$ cat config.mk
export PLATFORM = sky130hd
export DESIGN_NAME = bmc_top
export DESIGN_NICKNAME = d
export VERILOG_FILES = /design/src/shared/bmc_pkg.sv /design/src/bmc_top.sv /design/src/bmc_err_gate.sv /design/src/bmc_ram_wait.sv
export VERILOG_INCLUDE_DIRS = /design/src /design/src/shared
export SDC_FILE = /design/constraint.sdc
export NUM_CORES = 1
export LEC_CHECK = 0
export ABC_AREA = 1
export BUFFER_PORTS_ARGS = -buffer_cell sky130_fd_sc_hd__buf_2
export CAP_MARGIN = 25
export CORE_MARGIN = 10
export CORE_UTILIZATION = 46
export DETAILED_ROUTE_END_ITERATION = 12
export PLACE_DENSITY = 0.85
export SKIP_CTS_REPAIR_TIMING = 1
export SYNTH_ARGS = -nofsm -noshare
export SYNTH_HDL_FRONTEND = slang
export SYNTH_HIERARCHICAL = 1
export SYNTH_SLANG_ARGS = --single-unit
$ cat constraint.sdc
create_clock -name core_clk_i -period 1.9 [get_ports core_clk_i]
set_clock_uncertainty 0.15 [all_clocks]
set_input_delay 0.285 -clock core_clk_i [delete_from_list [all_inputs] [get_ports core_clk_i]]
set_output_delay 0.285 -clock core_clk_i [all_outputs]
set_load 0.005 [all_outputs]
$ cat src/shared/bmc_cfg.svh
`ifndef BMC_CFG_SVH
`define BMC_CFG_SVH
// Notes on behaviour
// - shared bus unmapped access faults only while shared_bus_err_en is set
// - debug unit unmapped access faults only while debug_unit_err_en is set
// - dma unmapped access faults only while dma_err_en is set
// - cpu data unmapped faults need cpu_data_err_en and no debug mode
// - cpu fetch unmapped faults need cpu_instr_err_en and no debug mode
// - ram_setup_wait set adds one setup wait on cpu data ram access
// - arbitration_select codes 000, 001, 010 pick modes 0, 1, 2; reset is 1
// - unimplemented configuration bits read zero and ignore writes
// - program flash size reads a fixed byte count, one of five sizes
// - boot flash size register is 32 bits, all read only
// - boot flash size reads 0x00000C00, three kilobytes
`define BMC_ADDR_W 4
`define BMC_OFF_CFG 4'h0
`define BMC_OFF_PFSZ 4'h4
`define BMC_OFF_BOOTSZ 4'h8
`define BMC_OFF_STAT 4'hC
`define BMC_CFG_MASK 32'h001F0047
`define BMC_CFG_RST 32'h001F0041
`define BMC_BIT_SHARED 20
`define BMC_BIT_DEBUG 19
`define BMC_BIT_DMA 18
`define BMC_BIT_CDATA 17
`define BMC_BIT_CINSTR 16
`define BMC_BIT_WAIT 6
`define BMC_PFSZ_VAL 32'h00040000
`define BMC_BOOTSZ_VAL 32'h00000C00
`define BMC_N_INIT 5
`endif

$ cat src/shared/bmc_pkg.sv
package bmc_pkg;
   typedef enum logic [2:0] {
      BMC_ARB_M0 = 3'h0,
      BMC_ARB_M1 = 3'h1,
      BMC_ARB_M2 = 3'h2
   } bmc_arb_e;
   typedef enum logic [0:0] {
      BMC_WS_IDLE = 1'b0,
      BMC_WS_SETUP = 1'b1
   } bmc_ws_e;
endpackage

$ cat src/bmc_top.sv
`include "bmc_cfg.svh"
module bmc_top
   import bmc_pkg::*;
(
   // clock and reset
   input wire logic core_clk_i,
   input wire logic nrst_i,
   // register port
   input wire logic [`BMC_ADDR_W-1:0] addr_i,
   input wire logic [31:0] wdata_i,
   input wire logic wr_i,
   input wire logic rd_i,
   output logic [31:0] rdata_o,
   // unmapped access flags: shared, debug, dma, cpu data, cpu instr
   input wire logic [`BMC_N_INIT-1:0] unmapped_i,
   input wire logic debug_mode_i,
   // cpu data ram access
   input wire logic ram_req_i,
   output logic ram_ready_o,
   // matrix outputs
   output logic [`BMC_N_INIT-1:0] bus_err_o,
   output logic [2:0] arb_mode_o,
   output logic irq_o
);
   logic [31:0] cfg_q;
   logic [`BMC_N_INIT-1:0] stat_q;
   logic [`BMC_N_INIT-1:0] mask_q;
   logic [`BMC_N_INIT-1:0] en_w;
   logic [`BMC_N_INIT-1:0] blk_w;
   logic [`BMC_N_INIT-1:0] err_w;
   logic cfg_wr;
   logic stat_wr;

   assign cfg_wr = wr_i && (addr_i == `BMC_OFF_CFG);
   assign stat_wr = wr_i && (addr_i == `BMC_OFF_STAT);
   assign en_w = cfg_q[`BMC_BIT_SHARED:`BMC_BIT_CINSTR];
   // only cpu ports are blocked in debug mode
   assign blk_w = {3'h0, debug_mode_i, debug_mode_i};

   // unimplemented bits masked away on write
   always_ff @(posedge core_clk_i) begin
      if (!nrst_i) begin
         cfg_q <= `BMC_CFG_RST;
      end else if (cfg_wr) begin
         cfg_q <= wdata_i & `BMC_CFG_MASK;
      end
   end

   // mask register sits in the upper half of the status word
   always_ff @(posedge core_clk_i) begin
      if (!nrst_i) begin
         mask_q <= 5'h00;
      end else if (stat_wr) begin
         mask_q <= wdata_i[16+`BMC_N_INIT-1:16];
      end
   end

   // set beats clear so an error in the clear cycle is kept
   always_ff @(posedge core_clk_i) begin
      if (!nrst_i) begin
         stat_q <= 5'h00;
      end else begin
         stat_q <= (stat_q & ~(stat_wr ? wdata_i[`BMC_N_INIT-1:0] : 5'h00)) | err_w;
      end
   end

   genvar gi;
   generate
      for (gi = 0; gi < `BMC_N_INIT; gi++) begin : g_err
         bmc_err_gate u_gate (
            .core_clk_i(core_clk_i),
            .nrst_i(nrst_i),
            .en_i(en_w[gi]),
            .block_i(blk_w[gi]),
            .unmapped_i(unmapped_i[gi]),
            .err_o(err_w[gi])
         );
      end
   endgenerate
   assign bus_err_o = err_w;

   bmc_ram_wait u_wait (
      .core_clk_i(core_clk_i),
      .nrst_i(nrst_i),
      .wait_en_i(cfg_q[`BMC_BIT_WAIT]),
      .req_i(ram_req_i),
      .ready_o(ram_ready_o)
   );

   // reserved codes pass through unchanged; software must avoid them
   always_ff @(posedge core_clk_i) begin
      if (!nrst_i) begin
         arb_mode_o <= BMC_ARB_M1;
      end else begin
         arb_mode_o <= cfg_q[2:0];
      end
   end

   always_ff @(posedge core_clk_i) begin
      if (!nrst_i) begin
         irq_o <= 1'b0;
      end else begin
         irq_o <= |(stat_q & mask_q);
      end
   end

   // size registers have no write path at all
   always_ff @(posedge core_clk_i) begin
      if (!nrst_i) begin
         rdata_o <= 32'h00000000;
      end else if (rd_i) begin
         case (addr_i)
            `BMC_OFF_CFG: rdata_o <= cfg_q;
            `BMC_OFF_PFSZ: rdata_o <= `BMC_PFSZ_VAL;
            `BMC_OFF_BOOTSZ: rdata_o <= `BMC_BOOTSZ_VAL;
            `BMC_OFF_STAT: rdata_o <= {11'h000, mask_q, 11'h000, stat_q};
            default: rdata_o <= 32'h00000000;
         endcase
      end else begin
         rdata_o <= 32'h00000000;
      end
   end

   property p_cfg_mask;
      @(posedge core_clk_i) disable iff (!nrst_i)
      cfg_wr |=> (cfg_q == ($past(wdata_i) & `BMC_CFG_MASK));
   endproperty
   a_cfg_mask: assert property (p_cfg_mask) else $error("config write mask wrong");

   property p_shared;
      @(posedge core_clk_i) disable iff (!nrst_i)
      unmapped_i[4] |=> (bus_err_o[4] == $past(cfg_q[`BMC_BIT_SHARED]));
   endproperty
   a_shared: assert property (p_shared) else $error("shared bus error gate wrong");

   property p_debug;
      @(posedge core_clk_i) disable iff (!nrst_i)
      unmapped_i[3] |=> (bus_err_o[3] == $past(cfg_q[`BMC_BIT_DEBUG]));
   endproperty
   a_debug: assert property (p_debug) else $error("debug unit error gate wrong");

   property p_dma;
      @(posedge core_clk_i) disable iff (!nrst_i)
      unmapped_i[2] |=> (bus_err_o[2] == $past(cfg_q[`BMC_BIT_DMA]));
   endproperty
   a_dma: assert property (p_dma) else $error("dma error gate wrong");

   property p_cdata;
      @(posedge core_clk_i) disable iff (!nrst_i)
      debug_mode_i |=> !bus_err_o[1];
   endproperty
   a_cdata: assert property (p_cdata) else $error("cpu data error in debug mode");

   property p_cinstr;
      @(posedge core_clk_i) disable iff (!nrst_i)
      (unmapped_i[0] && !debug_mode_i) |=> (bus_err_o[0] == $past(cfg_q[`BMC_BIT_CINSTR]));
   endproperty
   a_cinstr: assert property (p_cinstr) else $error("cpu fetch error gate wrong");

   property p_wait;
      @(posedge core_clk_i) disable iff (!nrst_i)
      (ram_req_i && cfg_q[`BMC_BIT_WAIT] && !ram_ready_o && u_wait.state_q == BMC_WS_IDLE)
         |=> !ram_ready_o ##1 ram_ready_o;
   endproperty
   a_wait: assert property (p_wait) else $error("ram setup wait missing");

   property p_sizes;
      @(posedge core_clk_i) disable iff (!nrst_i)
      (rd_i && addr_i == `BMC_OFF_BOOTSZ) |=> (rdata_o == `BMC_BOOTSZ_VAL);
   endproperty
   a_sizes: assert property (p_sizes) else $error("boot size read wrong");

   property p_arb;
      @(posedge core_clk_i) disable iff (!nrst_i)
      $changed(cfg_q[2:0]) |=> (arb_mode_o == $past(cfg_q[2:0]));
   endproperty
   a_arb: assert property (p_arb) else $error("arbitration mode not followed");

   property p_cdata_en;
      @(posedge core_clk_i) disable iff (!nrst_i)
      (unmapped_i[1] && !debug_mode_i)
         |=> (bus_err_o[1] == $past(cfg_q[`BMC_BIT_CDATA]));
   endproperty
   a_cdata_en: assert property (p_cdata_en) else $error("cpu data error gate wrong");

   property p_cinstr_dbg;
      @(posedge core_clk_i) disable iff (!nrst_i)
      debug_mode_i
         |=> !bus_err_o[0];
   endproperty
   a_cinstr_dbg: assert property (p_cinstr_dbg) else $error("cpu fetch error in debug mode");

   property p_err_idle;
      @(posedge core_clk_i) disable iff (!nrst_i)
      (unmapped_i == 5'h00)
         |=> (bus_err_o == 5'h00);
   endproperty
   a_err_idle: assert property (p_err_idle) else $error("bus error without unmapped access");

   property p_nowait;
      @(posedge core_clk_i) disable iff (!nrst_i)
      (ram_req_i && !cfg_q[`BMC_BIT_WAIT] && u_wait.state_q == BMC_WS_IDLE)
         |=> ram_ready_o;
   endproperty
   a_nowait: assert property (p_nowait) else $error("ram access delayed without wait");

   // a request during setup is dropped, so setup always lasts exactly one cycle
   property p_wait_ignore;
      @(posedge core_clk_i) disable iff (!nrst_i)
      (u_wait.state_q == BMC_WS_SETUP)
         |=> (u_wait.state_q == BMC_WS_IDLE);
   endproperty
   a_wait_ignore: assert property (p_wait_ignore) else $error("setup wait longer than one cycle");

   property p_pfsz;
      @(posedge core_clk_i) disable iff (!nrst_i)
      (rd_i && addr_i == `BMC_OFF_PFSZ)
         |=> (rdata_o == `BMC_PFSZ_VAL);
   endproperty
   a_pfsz: assert property (p_pfsz) else $error("program flash size read wrong");

   property p_cfg_read;
      @(posedge core_clk_i) disable iff (!nrst_i)
      (rd_i && addr_i == `BMC_OFF_CFG)
         |=> (rdata_o == $past(cfg_q));
   endproperty
   a_cfg_read: assert property (p_cfg_read) else $error("config read wrong");

   property p_cfg_unimpl;
      @(posedge core_clk_i) disable iff (!nrst_i)
      (cfg_q & ~`BMC_CFG_MASK) == 32'h00000000;
   endproperty
   a_cfg_unimpl: assert property (p_cfg_unimpl) else $error("unimplemented config bit set");

   property p_cfg_hold;
      @(posedge core_clk_i) disable iff (!nrst_i)
      !cfg_wr
         |=> $stable(cfg_q);
   endproperty
   a_cfg_hold: assert property (p_cfg_hold) else $error("config changed without write");

   property p_size_wr;
      @(posedge core_clk_i) disable iff (!nrst_i)
      (wr_i && (addr_i == `BMC_OFF_PFSZ || addr_i == `BMC_OFF_BOOTSZ))
         |=> ($stable(cfg_q) && $stable(mask_q));
   endproperty
   a_size_wr: assert property (p_size_wr) else $error("size register write had an effect");

   property p_rd_idle;
      @(posedge core_clk_i) disable iff (!nrst_i)
      !rd_i
         |=> (rdata_o == 32'h00000000);
   endproperty
   a_rd_idle: assert property (p_rd_idle) else $error("read data outside read cycle");

   property p_rd_unmapped;
      @(posedge core_clk_i) disable iff (!nrst_i)
      (rd_i && addr_i[1:0] != 2'h0)
         |=> (rdata_o == 32'h00000000);
   endproperty
   a_rd_unmapped: assert property (p_rd_unmapped) else $error("unmapped offset read not zero");

   property p_stat_set;
      @(posedge core_clk_i) disable iff (!nrst_i)
      1'b1
         |=> ((stat_q & $past(bus_err_o)) == $past(bus_err_o));
   endproperty
   a_stat_set: assert property (p_stat_set) else $error("error did not set status");

   property p_stat_clear;
      @(posedge core_clk_i) disable iff (!nrst_i)
      stat_wr
         |=> ((stat_q & $past(wdata_i[`BMC_N_INIT-1:0]) & ~$past(bus_err_o)) == 5'h00);
   endproperty
   a_stat_clear: assert property (p_stat_clear) else $error("status not cleared by write");

   property p_stat_hold;
      @(posedge core_clk_i) disable iff (!nrst_i)
      (!stat_wr && bus_err_o == 5'h00)
         |=> $stable(stat_q);
   endproperty
   a_stat_hold: assert property (p_stat_hold) else $error("status changed without cause");

   property p_mask_keep;
      @(posedge core_clk_i) disable iff (!nrst_i)
      !stat_wr
         |=> $stable(mask_q);
   endproperty
   a_mask_keep: assert property (p_mask_keep) else $error("mask changed without write");

   property p_irq;
      @(posedge core_clk_i) disable iff (!nrst_i)
      1'b1
         |=> (irq_o == |($past(stat_q) & $past(mask_q)));
   endproperty
   a_irq: assert property (p_irq) else $error("interrupt level wrong");

   property p_arb_follow;
      @(posedge core_clk_i) disable iff (!nrst_i)
      1'b1
         |=> (arb_mode_o == $past(cfg_q[2:0]));
   endproperty
   a_arb_follow: assert property (p_arb_follow) else $error("arbitration output lags config");

   // reset checks run without disable so the reset values themselves are seen
   property p_rst_cfg;
      @(posedge core_clk_i)
      !nrst_i
         |=> (cfg_q == `BMC_CFG_RST && stat_q == 5'h00 && mask_q == 5'h00);
   endproperty
   a_rst_cfg: assert property (p_rst_cfg) else $error("register reset value wrong");

   property p_rst_out;
      @(posedge core_clk_i)
      !nrst_i
         |=> (rdata_o == 32'h00000000 && bus_err_o == 5'h00 && !ram_ready_o && !irq_o && arb_mode_o == BMC_ARB_M1);
   endproperty
   a_rst_out: assert property (p_rst_out) else $error("output reset value wrong");

   c_wr: cover property (@(posedge core_clk_i) disable iff (!nrst_i) cfg_wr);
   c_err: cover property (@(posedge core_clk_i) disable iff (!nrst_i) |bus_err_o);
   c_irq: cover property (@(posedge core_clk_i) disable iff (!nrst_i) irq_o);
   c_wait: cover property (@(posedge core_clk_i) disable iff (!nrst_i) u_wait.state_q == BMC_WS_SETUP);
   c_ram: cover property (@(posedge core_clk_i) disable iff (!nrst_i) ram_ready_o);
endmodule // bmc_top

$ cat src/bmc_err_gate.sv
// one initiator's bus error gate: pulse out when an unmapped access is enabled and not blocked
module bmc_err_gate (
   // clock and reset
   input wire logic core_clk_i,
   input wire logic nrst_i,
   // control
   input wire logic en_i,
   input wire logic block_i,
   input wire logic unmapped_i,
   // result
   output logic err_o
);
   always_ff @(posedge core_clk_i) begin
      if (!nrst_i) begin
         err_o <= 1'b0;
      end else begin
         err_o <= unmapped_i & en_i & ~block_i;
      end
   end
endmodule // bmc_err_gate

$ cat src/bmc_ram_wait.sv
// address setup wait for cpu data ram accesses
module bmc_ram_wait
   import bmc_pkg::*;
(
   // clock and reset
   input wire logic core_clk_i,
   input wire logic nrst_i,
   // control
   input wire logic wait_en_i,
   input wire logic req_i,
   // result
   output logic ready_o
);
   bmc_ws_e state_q;
   always_ff @(posedge core_clk_i) begin
      if (!nrst_i) begin
         state_q <= BMC_WS_IDLE;
      end else begin
         case (state_q)
            BMC_WS_IDLE: if (req_i && wait_en_i) state_q <= BMC_WS_SETUP;
            BMC_WS_SETUP: state_q <= BMC_WS_IDLE;
            default: state_q <= BMC_WS_IDLE;
         endcase
      end
   end
   // ready comes from a flop so it is one cycle after the sampled request, or two cycles with the setup wait enabled
   always_ff @(posedge core_clk_i) begin
      if (!nrst_i) begin
         ready_o <= 1'b0;
      end else begin
         ready_o <= (req_i && !wait_en_i && state_q == BMC_WS_IDLE) || (state_q == BMC_WS_SETUP);
      end
   end
endmodule // bmc_ram_wait

After elaboration in Yosys (flattened, before gate mapping)

Cells that the tools add are included.
Widths: inputs -> output; s select.

Flip-flop bits (word level): 62
Input bits: 47
Output and inout port bits: 42
Word-level logic and storage cells: 43

Equal/unequal tests: 3
Muxes and demuxes: 4
Bitwise gates (word level): 13
Reductions and logical operators: 10

Operators with widths:

| cell               | number |
|---|---|
| $pmux 21 s4        | 1 |
| $and 5x5->5        | 2 |
| $eq 4x4->1 const B | 2 |
| $and 1x1->1        | 7 |
| $logic_and 1x1->1  | 5 |
| $mux 5             | 1 |
| $not 5->5          | 1 |
| $or 5x5->5         | 1 |
| $reduce_or 5->1    | 1 |
| $eq 4x3->1 const B | 1 |
| $logic_not 4->1    | 1 |
| $not 1->1          | 2 |
| $pmux 1 s2         | 1 |
| $reduce_and 2->1   | 1 |
| $logic_not 1->1    | 1 |
| $logic_or 1x1->1   | 1 |
| $mux 1             | 1 |

Longest topological paths before layout

Depth after elaboration: 6
Gate-level depth with buffers: 7
Mapped depth without buffers: 7

Modules after synthesis

Netlist, hierarchy kept.

Modules (own cells, without submodules):

| module       | times used | cells each | area each (um^2) | sequential area each (um^2) |
|---|---|---|---|---|
| bmc_top      | 1          | 179        | 1452.6           | 700.7 |
| bmc_err_gate | 5          | 5          | 37.5             | 20.0 |
| bmc_ram_wait | 1          | 9          | 77.6             | 40.0 |

Least setup slack after synthesis

OpenSTA, ideal clock, no wires.

Path kind: input port to flip-flop
Start point: in addr_i[1]
End point: reg stat_q[3]
Library setup time: 135 ps
Arrival time: 833 ps
Data required time: 1615 ps
Slack: 782 ps
Stages on the path: 5
Buffers on the path: 1
Cell sequence: nor2_4 -> buf_2 -> nand4_1 -> nand2_1 -> a21oi_1

Longest elaborated chain between the ends: 6

RTL lines:

| what                 | line          | source |
|---|---|---|
| start, declared      | bmc_top.sv:9  | `` input wire logic [`BMC_ADDR_W-1:0] addr_i, `` |
| $eq 4x4->1           | -             |  |
| $logic_and 1x1->1    | bmc_top.sv:35 | `` assign stat_wr = wr_i && (addr_i == `BMC_OFF_STAT); `` |
| $mux 5               | bmc_top.sv:63 | `` stat_q <= (stat_q & ~(stat_wr ? wdata_i[`BMC_N_INIT-1:0] : 5'h00)) \| err_w; `` |
| $not 5->5            | bmc_top.sv:63 |  |
| $and 5x5->5          | bmc_top.sv:63 |  |
| $or 5x5->5           | bmc_top.sv:63 |  |
| end signal, assigned | bmc_top.sv:63 |  |
| end, declared        | bmc_top.sv:26 | `` logic [`BMC_N_INIT-1:0] stat_q; `` |

No other way between the ends.
A chain may end at the register's enable or synchronous reset.

Worst setup path after layout

Start point: in addr_i[1]
End point: reg cfg_q[20]

Longest elaborated chain between the ends: 2

RTL lines:

| what                 | line          | source |
|---|---|---|
| $logic_not 4->1      | -             |  |
| $logic_and 1x1->1    | bmc_top.sv:34 | `` assign cfg_wr = wr_i && (addr_i == `BMC_OFF_CFG); `` |
| end signal, assigned | bmc_top.sv:43 | `` cfg_q <= `BMC_CFG_RST; `` |
| end signal, assigned | bmc_top.sv:45 | `` cfg_q <= wdata_i & `BMC_CFG_MASK; `` |
| end, declared        | bmc_top.sv:25 | `logic [31:0] cfg_q;` |

No other way between the ends.

==> results.py <==
metrics = {
    "timing": {
        "fin_crit_ns": 1.27,
        "timing.fmax_ghz": 0.785,
        "hold_ws_ns": 0.0368,
        "layout_setup_ws_ns": 0.627,
        "grt_setup_unrepaired": "false",
        "hold_viol": 0,
        "period_share": 0.670,
        "slew_viol_final": 0,
        "tns_ns": 0,
        "finalSetupViolCount": 0,
    },
    "route": {
        "drc_errors": 0,
        "firstDrtPassIters": 4,
        "vias": 1501,
        "drtAntennaViolNets": 0,
        "post_drt_wl_per_cell_um": 13.1,
        "first_iter_violations": 95,
        "via_per_inst": 4.74,
        "routed_wl_mm": 4.17,
    },
    "floorplan": {
        "initial_core_util": 0.473,
        "die_w_um": 81.1,
        "rows": 22,
        "io_pins": 89,
        "die_area_mm2": 0.00658,
        "die_h_um": 81.1,
        "core_mm2": 0.00363,
    },
    "yosys": {
        "netlist_instances": 213,
        "yosysTopAreaCell": "dfxtp_1",
        "synthTopCellsByArea": "dfxtp_1 49%, nand2_1 13%, buf_4 8.7%, a21oi_1 5.5%, nand3_1 5.2%",
        "synth.distinct_cells": 24,
        "yosys.area_share.simple": 0.280,
        "synth_top_family_by_area": "simple AND/OR/NAND/NOR gates",
        "synth-compound-area-share": 0.0779,
        "synth_xor_area_frac": 0,
        "synth_mux_area_frac": 0,
        "synthesis.area_mm2": 0.00172,
        "ys_ff_latch": 42,
        "yosysTopAreaCellShare": 0.489,
        "synth-adder-area-share": 0,
        "syn_area_per_cell_um2": 8.07,
        "ys.warnings.count": 6,
        "seq_area_frac_synth": 0.489,
    },
    "critical_path": {
        "reg2reg_slack_ns": 0.91,
        "rr_startpoint": "stat_q[2]",
        "cp-start-kind": "primary input",
        "critPathRequiredTime_ns": 1.93,
        "r2r_cells": 4,
        "endpoint_kind": "flop",
        "setup.worst_path.class": "primary input to flop",
        "startpoint": "addr_i[1]",
        "crit_fanout": 11,
        "cp.arrival_ns": 1.31,
        "r2r_end": "irq_o",
    },
    "place": {
        "dpl_cell_area_mm2": 0.00195,
        "gp_congestion": 0.849,
        "dp.cells": 309,
        "post-place-ws_ns": 0.346,
        "io_buffers": 48,
        "dpl.hpwl_mm": 3.23,
    },
    "finish": {
        "stdcell_count": 317,
        "antennaDiodeCount": 0,
        "fillerInstances": 357,
        "most-common-layout-cells": "58 x nand2_1, 48 x buf_2, 42 x dfxtp_1",
        "area_growth_pct": 19.8,
        "drive_above_1_share": 0.290,
        "final_common_cell": "nand2_1",
        "final_cell_area_mm2": 0.00206,
        "final_nets": 315,
    },
    "pwr": {
        "power_density_mw_per_mm2": 826,
        "p_leak_nw": 0.976,
        "ir_worst_vdd_mv": 0.326,
    },
    "cts": {
        "cts_buffer_depth": 2,
        "root_buffer": "clkbuf_8",
        "cts_tree": "built",
        "cts_max_level": 2,
        "clkTransAtPathRegs_ns": 0.07,
        "cts_buffers": 5,
        "insertion_delay_ns": 0.30,
        "cts_sinks": 42,
    },
    "global_routing": {
        "grt_pass1_vias": 1504,
        "grt_usage": 0.127,
        "grt_first_pass_wirelength_mm": 6.65,
        "grt_max_degree": 14,
        "antenna_found_initial": 0,
        "grt-ovfl-total": 0,
    },
    "run": {
        "cap_violations": 0,
    },
    "status": {
        "outcome": "finished clean",
    },
    "min_path": {
        "min_delay_worst_endpoint": "cfg_q[6]",
        "hold_start": "wdata_i[6]",
        "min_path_cells": 3,
        "min_path_type": "primary input to flop",
    },
}
where the power goes:
group | switching [mW] | internal, mW
logic | 0.0870 | 0.0503
clock network | 0.284 | 0.366
registers | 0.0127 | 0.900
total | 0.384 | 1.32
through the flow:
| step | utilization | power, mW |
|---|---|---|
| after global placement | 0.536 | 1.07 |
| after global routing | 0.566 | 1.77 |
| after CTS | 0.566 | 1.71 |
| after floorplan | - | 1.03 |
| final | 0.566 | 1.70 |
| after detailed placement | 0.536 | 1.07 |
registers in the layout (all words and copies together) (netlist names):
signal	count
cfg_q	9
stat_q	5
u_wait/ready_o	1
mask_q	5
u_wait/state_q	1
irq_o	1
rdata_o	12
g_err.u_gate/err_o	5
arb_mode_o	3
synth_stat cells:
cell	count
nand2_1	58
dfxtp_1	42
buf_4	20
a21oi_1	19
inv_1	19
nand3_1	18
nand4_1	6
nor2_2	5
a21oi_2	3
nor2_4	3
buf_2	2
clkbuf_1	2
nand2_2	2
nand3_2	2
nor2_1	2
nor3b_1	2
buf_6	1
clkinv_2	1
conb_1	1
inv_2	1
nor3_1	1
nor3_2	1
o211ai_1	1
o21ai_0	1
worst max-delay path by stage:
stage / cells past startpoint / slack, ns / endpoint
2_1_floorplan: 5 / 0.78 / stat_q[3]
3_3_place_gp: 5 / 0.37 / cfg_q[1]
3_5_place_dp: 5 / 0.35 / cfg_q[20]
4_1_cts: 5 / 0.65 / cfg_q[20]
5_1_grt: 7 / 0.55 / mask_q[0]
6_report: 5 / 0.63 / cfg_q[20]
layer usage:
layer,up-vias,global-route usage,part of all wire
li1,745,-,-
met1,685,0.130,0.37
met2,65,0.220,0.51
met3,6,0.0563,0.098
met4,0,0.0536,0.017
met5,-,0,0
cell families (layout without fill, tap and decap cells):
group	Yosys count	after routing
flip-flops	42	42
buffers and inverters	46	81
other	1	22
AO/OA/AOI/OAI	24	24
AND/OR/NAND/NOR	100	100
final cells by class:
cell class	count	area (um^2)	area share
clock buffer	8	110	0.0535
inverter	21	80.1	0.0389
multi-input combinational	146	697	0.339
sequential	42	841	0.409
tap	48	60.1	0.0292
timing repair buffer	52	270	0.131
worst max-delay path, cell delays in order:
cell and delay [ns]:
buf_2 0.12, nor2_4 0.25, nand3_1 0.39, nand2_1 0.17
nand3_1 0.09
(Power assumes the default switching activity.)
